==> src/hdl/smed_consts.svh <==
/*
  Offsets, field positions, reset values and timing counts of the
  serial receive message end detector. Assumes a 50 MHz module clock.
*/
`ifndef SMED_CONSTS_SVH
`define SMED_CONSTS_SVH

`define SMED_CLK_PERIOD_NS 20
`define SMED_MS_NS 1000000
`define SMED_MS_CYCLES (`SMED_MS_NS / `SMED_CLK_PERIOD_NS)
`define SMED_GAP_CAP_MS 17'h01F40

`define SMED_OFS_CTRL 6'h00
`define SMED_OFS_BAUD 6'h04
`define SMED_OFS_GAP 6'h08
`define SMED_OFS_MAXLEN 6'h0C
`define SMED_OFS_LENCFG 6'h10
`define SMED_OFS_ENDCH 6'h14
`define SMED_OFS_SEQLO 6'h18
`define SMED_OFS_SEQHI 6'h1C
`define SMED_OFS_MSGTO 6'h20
`define SMED_OFS_RESPTO 6'h24
`define SMED_OFS_STATUS 6'h28

`define SMED_BIT_GAP_EN 0
`define SMED_BIT_MAX_EN 1
`define SMED_BIT_LEN_EN 2
`define SMED_BIT_CHR_EN 3
`define SMED_BIT_SEQ_EN 4
`define SMED_BIT_MTO_EN 5
`define SMED_BIT_RSP_EN 6
`define SMED_BIT_ERR 24

`define SMED_RST_CTRL 7'h00
`define SMED_RST_BAUD 16'h01B2
`define SMED_RST_GAP 16'h000C
`define SMED_RST_MAXLEN 10'h3FF
`define SMED_RST_LEN_N 10'h001
`define SMED_RST_MSGTO 16'h00C8
`define SMED_RST_RESPTO 16'h00C8

`endif

==> src/hdl/smed_pkg.sv <==
/*
  Types of the serial receive message end detector.
  Assumes smed_consts.svh for all numeric values.
*/
package smed_pkg;

  typedef enum logic [1:0] {
    SMED_IDLE = 2'b01,
    SMED_RECV = 2'b10
  } smed_state_type;

  typedef struct packed {
    logic read;
    logic write;
    logic [5:0] address;
    logic [31:0] writedata;
  } smed_bus_req_type;

  typedef struct packed {
    logic valid;
    logic [7:0] data;
  } smed_char_type;

  typedef struct packed {
    logic done;
    logic [10:0] length;
    logic [5:0] cause;
  } smed_end_type;

endpackage

==> src/hdl/smed_detector.sv <==
/*
  Receive-side message end detector with an Avalon-MM register slave.
  Assumes characters come from a receiver on the same clock, one pulse each,
  and that start and transmit-end pulses come from neighbouring logic.
*/
// Decided for this implementation: the register offsets and the Avalon-MM slave port.
// Notes on behaviour
// - With the gap condition on, the message ends once idle time after a character exceeds the gap limit.
// - The gap limit is in bit times, defaults to 12, reaches 65535, and never exceeds eight seconds.
// - Every received character restarts the gap timer from zero.
// - With max length on, the message ends when the set count, 1 to 1023, has arrived.
// - A timeout ending a message early still delivers every character received.
// - In length-field mode the length is read from the message and the end follows that many characters.
// - In end-character mode a character equal to the terminator ends the message.
// - The end sequence has up to five positions, each an exact byte or a don't-care.
// - Leading don't-care positions are not part of the match.
// - Trailing don't-care positions are part of the match and must be received.
// - Pattern ignore, 7A, 7A, ignore, ignore ends two characters after two 7A bytes.
// - With the response timeout on, the first reply character must come before the wait limit.
// - Several end conditions may be on; the first one met ends the message.
// - The message timeout starts with the start condition, ends the message on expiry, default 200 ms.
// - The response timer starts when a transmission ends and flags an error if no character comes.
// - Length field uses a 1-based position, a size of one, two or four bytes and m uncounted trailers.
`timescale 1ns/10ps
`default_nettype none
`include "smed_consts.svh"

module smed_detector
  import smed_pkg::*;
#(
  parameter int MS_CYCLES = `SMED_MS_CYCLES
) (
  input wire logic clock_in,
  input wire logic rst_in,
  input wire logic [5:0] avs_address_in,
  input wire logic avs_read_in,
  input wire logic avs_write_in,
  input wire logic [31:0] avs_writedata_in,
  output logic [31:0] avs_readdata_out,
  output logic avs_waitrequest_out,
  input wire logic rx_valid_in,
  input wire logic [7:0] rx_data_in,
  input wire logic start_in,
  input wire logic tx_done_in,
  output logic msg_end_out,
  output logic [10:0] msg_len_out,
  output logic [5:0] end_cause_out,
  output logic resp_err_out,
  output logic active_out
);

  typedef struct packed {
    smed_state_type state;
    logic wait_req;
    logic [31:0] rdata;
    logic [6:0] ctrl;
    logic [15:0] baud;
    logic [15:0] gap_lim;
    logic [9:0] max_len;
    logic [9:0] len_n;
    logic [1:0] len_sz;
    logic [7:0] len_m;
    logic [7:0] end_ch;
    logic [39:0] seq;
    logic [4:0] care;
    logic [15:0] msg_to;
    logic [15:0] resp_to;
    logic [10:0] cnt;
    logic [39:0] hist;
    logic [31:0] len_val;
    logic len_ok;
    logic [15:0] baud_cnt;
    logic [16:0] gap_cnt;
    logic [16:0] gap_ms;
    logic [15:0] ms_cnt;
    logic [16:0] msg_ms;
    logic resp_act;
    logic [16:0] resp_ms;
    smed_end_type ev;
    logic resp_err;
    logic err_sticky;
  } smed_regs_type;

  smed_regs_type q_r;
  smed_regs_type q_nxt;
  smed_bus_req_type req;
  smed_char_type chr;

  assign req = '{read: avs_read_in, write: avs_write_in,
                 address: avs_address_in, writedata: avs_writedata_in};
  assign chr = '{valid: rx_valid_in, data: rx_data_in};

  // Number of bytes in the length field for a size code.
  function automatic logic [2:0] len_bytes(input logic [1:0] sz);
    case (sz)
      2'h0: len_bytes = 3'h1;
      2'h1: len_bytes = 3'h2;
      default: len_bytes = 3'h4;
    endcase
  endfunction

  // Checks the newest five characters against the end sequence.
  function automatic logic seq_hit(input logic [39:0] hist, input logic [39:0] seq,
                                   input logic [4:0] care, input logic [10:0] cnt);
    logic hit;
    logic seen;
    logic [10:0] need;
    hit = |care;
    seen = 1'b0;
    need = 11'h000;
    for (int i = 0; i < 5; i++) begin
      seen = seen | care[i];
      if (seen) begin
        need = need + 11'h001;
      end
      if (care[i] && (hist[8*(4-i) +: 8] != seq[8*i +: 8])) begin
        hit = 1'b0;
      end
    end
    seq_hit = hit && (cnt >= need);
  endfunction

  always_comb begin
    logic ms_tick;
    logic bit_tick;
    logic [10:0] pos;
    logic [39:0] nh;
    logic [31:0] nlen;
    logic nok;
    logic [34:0] total;
    logic [5:0] cause;
    ms_tick = 1'b0;
    bit_tick = 1'b0;
    pos = 11'h000;
    nh = 40'h00_0000_0000;
    nlen = 32'h0000_0000;
    nok = 1'b0;
    total = 35'h0;
    cause = 6'h00;
    q_nxt = q_r;
    q_nxt.ev.done = 1'b0;
    q_nxt.resp_err = 1'b0;

    // A request is answered one cycle after it is seen.
    q_nxt.wait_req = !((req.read || req.write) && q_r.wait_req);
    if (req.read && q_r.wait_req) begin
      case (req.address)
        `SMED_OFS_CTRL: q_nxt.rdata = 32'(q_r.ctrl);
        `SMED_OFS_BAUD: q_nxt.rdata = 32'(q_r.baud);
        `SMED_OFS_GAP: q_nxt.rdata = 32'(q_r.gap_lim);
        `SMED_OFS_MAXLEN: q_nxt.rdata = 32'(q_r.max_len);
        `SMED_OFS_LENCFG: q_nxt.rdata = {8'h00, q_r.len_m, 2'h0, q_r.len_sz, 2'h0, q_r.len_n};
        `SMED_OFS_ENDCH: q_nxt.rdata = 32'(q_r.end_ch);
        `SMED_OFS_SEQLO: q_nxt.rdata = q_r.seq[31:0];
        `SMED_OFS_SEQHI: q_nxt.rdata = {19'h00000, q_r.care, q_r.seq[39:32]};
        `SMED_OFS_MSGTO: q_nxt.rdata = 32'(q_r.msg_to);
        `SMED_OFS_RESPTO: q_nxt.rdata = 32'(q_r.resp_to);
        `SMED_OFS_STATUS: q_nxt.rdata = {7'h00, q_r.err_sticky, 1'b0, q_r.ev.cause,
                                          q_r.state == SMED_RECV, 5'h00, q_r.cnt};
        default: q_nxt.rdata = 32'h0000_0000;
      endcase
    end
    if (req.write && !q_r.wait_req) begin
      case (req.address)
        `SMED_OFS_CTRL: q_nxt.ctrl = req.writedata[6:0];
        `SMED_OFS_BAUD: q_nxt.baud = req.writedata[15:0];
        `SMED_OFS_GAP: q_nxt.gap_lim = req.writedata[15:0];
        `SMED_OFS_MAXLEN: begin
          if (req.writedata[9:0] != 10'h000) begin
            q_nxt.max_len = req.writedata[9:0];
          end
        end
        `SMED_OFS_LENCFG: begin
          q_nxt.len_n = req.writedata[9:0];
          q_nxt.len_sz = req.writedata[13:12];
          q_nxt.len_m = req.writedata[23:16];
        end
        `SMED_OFS_ENDCH: q_nxt.end_ch = req.writedata[7:0];
        `SMED_OFS_SEQLO: q_nxt.seq[31:0] = req.writedata;
        `SMED_OFS_SEQHI: begin
          q_nxt.seq[39:32] = req.writedata[7:0];
          q_nxt.care = req.writedata[12:8];
        end
        `SMED_OFS_MSGTO: q_nxt.msg_to = req.writedata[15:0];
        `SMED_OFS_RESPTO: q_nxt.resp_to = req.writedata[15:0];
        `SMED_OFS_STATUS: begin
          if (req.writedata[`SMED_BIT_ERR]) begin
            q_nxt.err_sticky = 1'b0;
          end
        end
        default: q_nxt.rdata = q_r.rdata;
      endcase
    end

    // Shared prescalers: one millisecond and one serial bit period.
    ms_tick = (q_r.ms_cnt >= 16'(MS_CYCLES - 1));
    q_nxt.ms_cnt = ms_tick ? 16'h0000 : q_r.ms_cnt + 16'h0001;
    bit_tick = (q_r.baud_cnt + 16'h0001 >= q_r.baud);
    q_nxt.baud_cnt = bit_tick ? 16'h0000 : q_r.baud_cnt + 16'h0001;

    // Response wait: armed at transmit end, disarmed by any character.
    if (tx_done_in && q_r.ctrl[`SMED_BIT_RSP_EN]) begin
      q_nxt.resp_act = 1'b1;
      q_nxt.resp_ms = 17'h00000;
    end else if (chr.valid) begin
      q_nxt.resp_act = 1'b0;
    end else if (q_r.resp_act) begin
      if (q_r.resp_ms >= 17'(q_r.resp_to)) begin
        q_nxt.resp_act = 1'b0;
        q_nxt.resp_err = 1'b1;
      end else if (ms_tick) begin
        q_nxt.resp_ms = q_r.resp_ms + 17'h00001;
      end
    end
    if (q_nxt.resp_err) begin
      q_nxt.err_sticky = 1'b1;
    end

    case (q_r.state)
      SMED_IDLE: begin
        if (start_in) begin
          q_nxt.state = SMED_RECV;
          q_nxt.cnt = 11'h000;
          q_nxt.hist = 40'h00_0000_0000;
          q_nxt.len_val = 32'h0000_0000;
          q_nxt.len_ok = 1'b0;
          q_nxt.gap_cnt = 17'h00000;
          q_nxt.gap_ms = 17'h00000;
          q_nxt.msg_ms = 17'h00000;
        end
      end
      SMED_RECV: begin
        if (chr.valid) begin
          pos = q_r.cnt + 11'h001;
          nh = {q_r.hist[31:0], chr.data};
          nlen = q_r.len_val;
          nok = q_r.len_ok;
          if (!q_r.len_ok && 11'(q_r.len_n) <= pos) begin
            nlen = {q_r.len_val[23:0], chr.data};
            nok = (pos == 11'(q_r.len_n) + 11'(len_bytes(q_r.len_sz)) - 11'h001);
          end
          q_nxt.cnt = pos;
          q_nxt.hist = nh;
          q_nxt.len_val = nlen;
          q_nxt.len_ok = nok;
          q_nxt.gap_cnt = 17'h00000;
          q_nxt.gap_ms = 17'h00000;
          // The freshly shifted length is used, so a field that this character completes counts at once.
          total = 35'(q_r.len_n) + 35'(len_bytes(q_r.len_sz)) - 35'h1 + 35'(nlen) + 35'(q_r.len_m);
          cause[1] = q_r.ctrl[`SMED_BIT_MAX_EN] && (pos >= 11'(q_r.max_len));
          cause[2] = q_r.ctrl[`SMED_BIT_LEN_EN] && nok && (35'(pos) >= total);
          cause[3] = q_r.ctrl[`SMED_BIT_CHR_EN] && (chr.data == q_r.end_ch);
          cause[4] = q_r.ctrl[`SMED_BIT_SEQ_EN] && seq_hit(nh, q_r.seq, q_r.care, pos);
        end else begin
          if (bit_tick && q_r.cnt != 11'h000 && q_r.gap_cnt[16] == 1'b0) begin
            q_nxt.gap_cnt = q_r.gap_cnt + 17'h00001;
          end
          if (ms_tick && q_r.cnt != 11'h000 && q_r.gap_ms < `SMED_GAP_CAP_MS) begin
            q_nxt.gap_ms = q_r.gap_ms + 17'h00001;
          end
          cause[0] = q_r.ctrl[`SMED_BIT_GAP_EN] && q_r.cnt != 11'h000 &&
                     (q_r.gap_cnt > 17'(q_r.gap_lim) || q_r.gap_ms >= `SMED_GAP_CAP_MS);
        end
        if (ms_tick) begin
          q_nxt.msg_ms = q_r.msg_ms + 17'h00001;
        end
        cause[5] = q_r.ctrl[`SMED_BIT_MTO_EN] && (q_r.msg_ms >= 17'(q_r.msg_to));
        if (cause != 6'h00) begin
          q_nxt.state = SMED_IDLE;
          q_nxt.ev.done = 1'b1;
          q_nxt.ev.length = q_nxt.cnt;
          q_nxt.ev.cause = cause;
        end
      end
      default: q_nxt.state = SMED_IDLE;
    endcase
  end

  always_ff @(posedge clock_in) begin
    if (rst_in) begin
      q_r <= '0;
      q_r.state <= SMED_IDLE;
      q_r.ctrl <= `SMED_RST_CTRL;
      q_r.baud <= `SMED_RST_BAUD;
      q_r.gap_lim <= `SMED_RST_GAP;
      q_r.max_len <= `SMED_RST_MAXLEN;
      q_r.len_n <= `SMED_RST_LEN_N;
      q_r.wait_req <= 1'b1;
      q_r.msg_to <= `SMED_RST_MSGTO;
      q_r.resp_to <= `SMED_RST_RESPTO;
    end else begin
      q_r <= q_nxt;
    end
  end

  assign avs_readdata_out = q_r.rdata;
  assign avs_waitrequest_out = q_r.wait_req;
  assign msg_end_out = q_r.ev.done;
  assign msg_len_out = q_r.ev.length;
  assign end_cause_out = q_r.ev.cause;
  assign resp_err_out = q_r.resp_err;
  // The one-hot receive bit is the open-message flag itself, so no decode sits behind the pin.
  assign active_out = q_r.state[1];

endmodule

`default_nettype wire

==> config.mk <==
export PLATFORM = sky130hd
export DESIGN_NAME = smed_detector
export DESIGN_NICKNAME = d
export VERILOG_FILES = /design/src/hdl/smed_pkg.sv /design/src/hdl/smed_detector.sv
export VERILOG_INCLUDE_DIRS = /design/src /design/src/hdl
export SDC_FILE = /design/constraint.sdc
export NUM_CORES = 1
export LEC_CHECK = 0
export ABC_AREA = 1
export BUFFER_PORTS_ARGS = -buffer_cell sky130_fd_sc_hd__buf_4
export CAP_MARGIN = 15
export CELL_PAD_IN_SITES_DETAIL_PLACEMENT = 1
export CELL_PAD_IN_SITES_GLOBAL_PLACEMENT = 2
export CORE_UTILIZATION = 37
export DETAILED_ROUTE_END_ITERATION = 10
export PLACE_DENSITY = 0.93
export SLEW_MARGIN = 40
export SYNTH_ARGS = -nofsm -noshare
export SYNTH_HDL_FRONTEND = slang
export SYNTH_SLANG_ARGS = --single-unit
==> constraint.sdc <==
create_clock -name clock_in -period 10.64 [get_ports clock_in]
set_input_delay 1.064 -clock clock_in [delete_from_list [all_inputs] [get_ports clock_in]]
set_output_delay 1.064 -clock clock_in [all_outputs]
set_load 0.01 [all_outputs]
# Word-level counts from Yosys, hierarchy flattened
# Cells that the tools add are included.
# totals
register_bits,386
latch_bits,0
ramBits,0
rom_bits,0
word_cells,241
mem_count,0
# op_classes
add_sub_neg,17
n_mul,0
div,0
order_cmp,11
eq_ne,27
n_shift,0
n_mux,84
n_bitwise,8
reduce_logical,62
# op_table
op,n
one-hot mux 32 bit (11 select lines),1
two-way mux 32 bit,6
two-way mux 186 bit,1
two-way mux 84 bit,2
one-hot mux 84 bit (2 select lines),1
two-way mux 11 bit,14
two-way mux 17 bit,7
adder 17 x 1 -> 17 bit (second input constant),4
two-way mux 34 bit,2
one-hot mux 34 bit (2 select lines),1
two-way mux 16 bit,4
adder 11 x 1 -> 11 bit (second input constant),5
two-way mux 18 bit,3
!= test 8 bit,5
adder 34 x 9 -> 35 bit,1
greater-or-equal comparator 11 x 35 -> 1 bit,1
adder 12 x 33 -> 34 bit,1
greater-or-equal comparator 17 x 16 -> 1 bit,2
one-hot mux 17 bit (2 select lines),1
adder 16 x 1 -> 16 bit (second input constant),2
== test 6 x 5 -> 1 bit (second input constant),4
AND reduction 2 bit,12
logical AND 1 bit,23
two-way mux 1 bit,23
other kinds (46),83

# Logic depth before layout (Yosys ltp)
# logic_depth
word_depth,27
ltp_mapped,47

# Least setup slack after synthesis
# Ideal clock, no wire load.
# synth_timing
kind,register to register
startpoint,reg q_r[194] in the netlist's numbering
endpoint,reg q_r (netlist bit msg_len_out[5])
t_arrival_ns,5.434
t_required_ns,10.571
path_slack_ns,5.137
stages_incl_launch_ff,46
path_buffers,2
synth_period_minus_slack_ns,5.503
path_cell_list,dfxtp_1 ha_1 nand2_2 nor2_4 nand2_2 xor2_2 ha_1 nand4_1 nand2_1 nand3_1 nand2_1 inv_1 nand2_1 nand2_1 nand2_2 buf_2 nand2_1 o21ai_0 [... 10 more ...] ha_1 nand3_1 nor2_1 nand2_1 nor2_1 nand2_1 nor2_1 nor2_1 nand2_1 nand4_1 nor2_1 nand3_2 nand2_2 nand2_4 inv_6 buf_12 nand2_2 a21oi_2
# synth_between
elab_chain_cells,14
word_cells_on_any_way,30
classes_between,add/sub (3); order compare (4); eq/ne (1); mux (11); reduce/logical (11)
# synth_lines
item,line,source
start: declaration,smed_detector.sv:84,smed_regs_type q_r;
start signal: assignment,smed_detector.sv:292,q_r <= q_nxt;
adder 11 x 1 -> 11 bit,smed_detector.sv:234,pos = q_r.cnt + 11'h001;
<= comparator 10 x 11 -> 1 bit,smed_detector.sv:238,if (!q_r.len_ok && 11'(q_r.len_n) <= pos) begin
logical AND 1 bit,smed_detector.sv:238,
two-way mux 32 bit,smed_detector.sv:238,
two-way mux 32 bit,smed_detector.sv:233,if (chr.valid) begin
two-way mux 32 bit,smed_detector.sv:219,case (q_r.state)
adder 12 x 33 -> 34 bit,smed_detector.sv:249,total = 35'(q_r.len_n) + 35'(len_bytes(q_r.len_sz)) - 35'h1 + 35'(nlen) + 35'(q_r.len_m);
adder 34 x 9 -> 35 bit,smed_detector.sv:249,
greater-or-equal comparator 11 x 35 -> 1 bit,smed_detector.sv:251,cause[2] = q_r.ctrl[`SMED_BIT_LEN_EN] && nok && (35'(pos) >= total);
logical AND 1 bit,smed_detector.sv:251,
two-way mux 4 bit,smed_detector.sv:233,
two-way mux 4 bit,smed_detector.sv:219,
nonzero test 6 bit,smed_detector.sv:268,if (cause != 6'h00) begin
AND reduction 2 bit (no line),n/a,
# Several ways; a longest one is shown, not always the timed one. The select of a mux whose other input is x is not followed.
# A chain may end at the register's enable or synchronous reset.

# Final worst setup path
# layout_timing
startpoint,reg q_r[194] in the netlist's numbering
endpoint,reg q_r (netlist bit msg_len_out[0])
# Same word-level chain as after synthesis.

==> out/results.tsv <==
metric	value	unit
outcome	finished, final reports clean	
netSwitchingFraction	26.43	%
grt_pass1_wl	130400	µm
diodes	0	
ys_types	60	
cp_top_family	simple AND/OR/NAND/NOR gates	
post-dp-hpwl	64770	µm
nets	3698	
via_count	22945	
max_freq	145.7	MHz
wire_per_inst	19.33	µm
comb_power_share	8.0	%
vdd_drop_max	0.1322	mV
hold_path_class	register to register	
cts.htree.levels	2	
port_buffers	105	
worst-setup-path-type	register to register	
post-cts-setup-buffers	0	
firstDrtPassIters	5	
slowest_stage	dfxtp_1	
grt_max_degree	102	
overflow	0	
core	62170	µm²
die_area	64470	µm²
p_leak	11.40	nW
grt_setup_unrepaired	false	
yosysWarnings	0	
antenna_found_initial	3	
yosys.area.top_type_share	32.91	%
path_max_fanout	64	
synth.avg_cell_area	6.809	µm²
ys_ff_latch	386	
yosys-top-cells-area	dfxtp_1, nand2_1, ha_1	
cts_hold_buffers	0	
ys.flop_type	dfxtp_1	
area_growth	11.36	%
mostFrequentLayoutCells	nand2_1, inv_1, dfxtp_1, a21oi_1, nor2_1	
final_antenna_net_count	0	
hold_violations	0	
die_w	253.9	µm
intPower	0.002413	W
finalClockSkew	0.02214	ns
clock_path_buffers	3	
clock_sinks	386	
cp-start-kind	register	
crit_path_start	q_r[194]	
end_kind	register	
clkTransAtPathRegs	0.06	ns
drive_gt1_share	7.838	%
drt_drc_violations_left	0	
synth_area	23480	µm²
clk_latency	0.61	ns
clkPwrFrac	47.6	%
min_from	q_r[84]	
fillers	8141	
synthArstFlopShare	0	%
setup_viol	0	
slew_violations	0	
drt-initial-drc-count	1601	
arrival	7.38	ns
synth_seq_area_share	32.91	%
min_period	6.863	ns
tns	0	ns
r2r_start	q_r[194]	
synth_edf_count	0	
root_buffer	clkbuf_16	
cts_tree	built	
power_frac_seq	44.4	%
gp_congestion	0.9385	
start_util	37.77	%
vias_per_cell	5.295	
max_stage_delay	0.61	ns
grt.total_usage	26.10	%
critPathRequiredTime	11.16	ns
yosysTopAreaCell	dfxtp_1	
synth_fp_nets	3681	
routed_wl	83780	µm
grt_pass1_vias	22913	
synthCells	3448	
p_switching	0.0008667	W
pin_count	106	
cts_buffers	46	
p_per_area	125.4	nW/µm²
final_common_cell	nand2_1	
path_buf_inv	5	
worst_pin_slew	0.8384	ns
cp_common_cell	nand2_1	
min_period_over_period	64.50	%
die_y	253.9	µm
fin_util	42.06	%
drv_cap	0	
rows	91	
cts_resized	0	
slew_headroom	43.52	%
==> logic make-up (layout without fill, tap and decap cells) <==
kind of cell | after synthesis | in the layout | share of synthesized area, %
fa+ha+maj | 180 | 180 | 9.912
flops | 386 | 386 | 32.91
compound gates | 736 | 736 | 17.40
buf+inv | 637 | 685 | 11.19
xor+xnor | 63 | 63 | 2.382
simple gates | 1446 | 1446 | 26.20
==> sequential cells by signal, summed over array words and instances (netlist names) <==
name                 count
q_r                    333
avs_readdata_out        32
msg_len_out             11
end_cause_out            6
active_out               1
avs_waitrequest_out      1
msg_end_out              1
resp_err_out             1
==> per-stage QoR <==
step / total power, W / worst slack [ns] / std cells / hold WS (ns) / instance area (µm²)
detailed placement: 0.001749 / 3.751 / 4253 / 0.4319 / 24670
floorplan: 0.001649 / 5.137 / 3448 / 0.4175 / 23480
global placement: 0.001745 / 3.920 / 4253 / 0.4296 / 24650
CTS: 0.003310 / 3.687 / 4332 / 0.4426 / 26130
global route: 0.003396 / 3.051 / 4333 / 0.4756 / 26150
finish: 0.003279 / 3.777 / 4333 / 0.4395 / 26150
==> worst min-delay path, delay by kind of cell, from the launching register on <==
family / cells / cell delay, ns
and+or+nand+nor: 2 / 0.09
DFF: 1 / 0.31
==> layout make-up <==
cell class	count	area, µm²	area share [%]
sequential	386	7727	29.56
multi-input combinational	2425	13150	50.29
clock buffer	65	1272	4.867
tap	837	1047	4.006
timing repair buffer	124	942.2	3.604
inverter	482	1818	6.953
clock inverter	14	190.2	0.7274
==> power by group through the flow <==
stage	clock network [W]	registers, W	logic (W)
after global placement	0	0.00149	0.000257
final	0.00156	0.00146	0.000263
after detailed placement	0	0.00149	0.000262
after global routing	0.00165	0.00146	0.000292
after floorplan	0	0.00149	0.000162
after CTS	0.00159	0.00146	0.000263
==> final timing paths <==
path / slack, ns / endpoint / depth (start not counted)
worst max-delay path: 3.78 / msg_len_out[0] / 43
worst min-delay path: 0.44 / q_r[84] / 2
worst max register to register: 3.78 / msg_len_out[0] / 43
worst min register to register: 0.44 / q_r[84] / 2
==> cells in the mapped netlist (22+ instances only) <==
library cell    n
o211ai_1       33
nand4_1        46
xor2_1         38
nand3_1       151
nand2_1       790
nor3_1         60
clkbuf_1       83
o21ai_0       224
buf_4          52
inv_1         461
ha_1          170
o22ai_1        43
dfxtp_1       386
nor2_1        299
nand2_2        22
xnor2_1        24
a21oi_1       349
==> per-layer routing <==
| layer | wire length (µm) | part of all wire, % | track usage (%) |
|---|---|---|---|
| met1 | 36610 | 44 | 33.07 |
| met2 | 40640 | 49 | 45.39 |
| met3 | 4050 | 4.8 | 3.800 |
| met4 | 2442 | 2.9 | 7.935 |
| met5 | 27 | 0.032 | 0 |
Power figures use the tool's default switching activity.
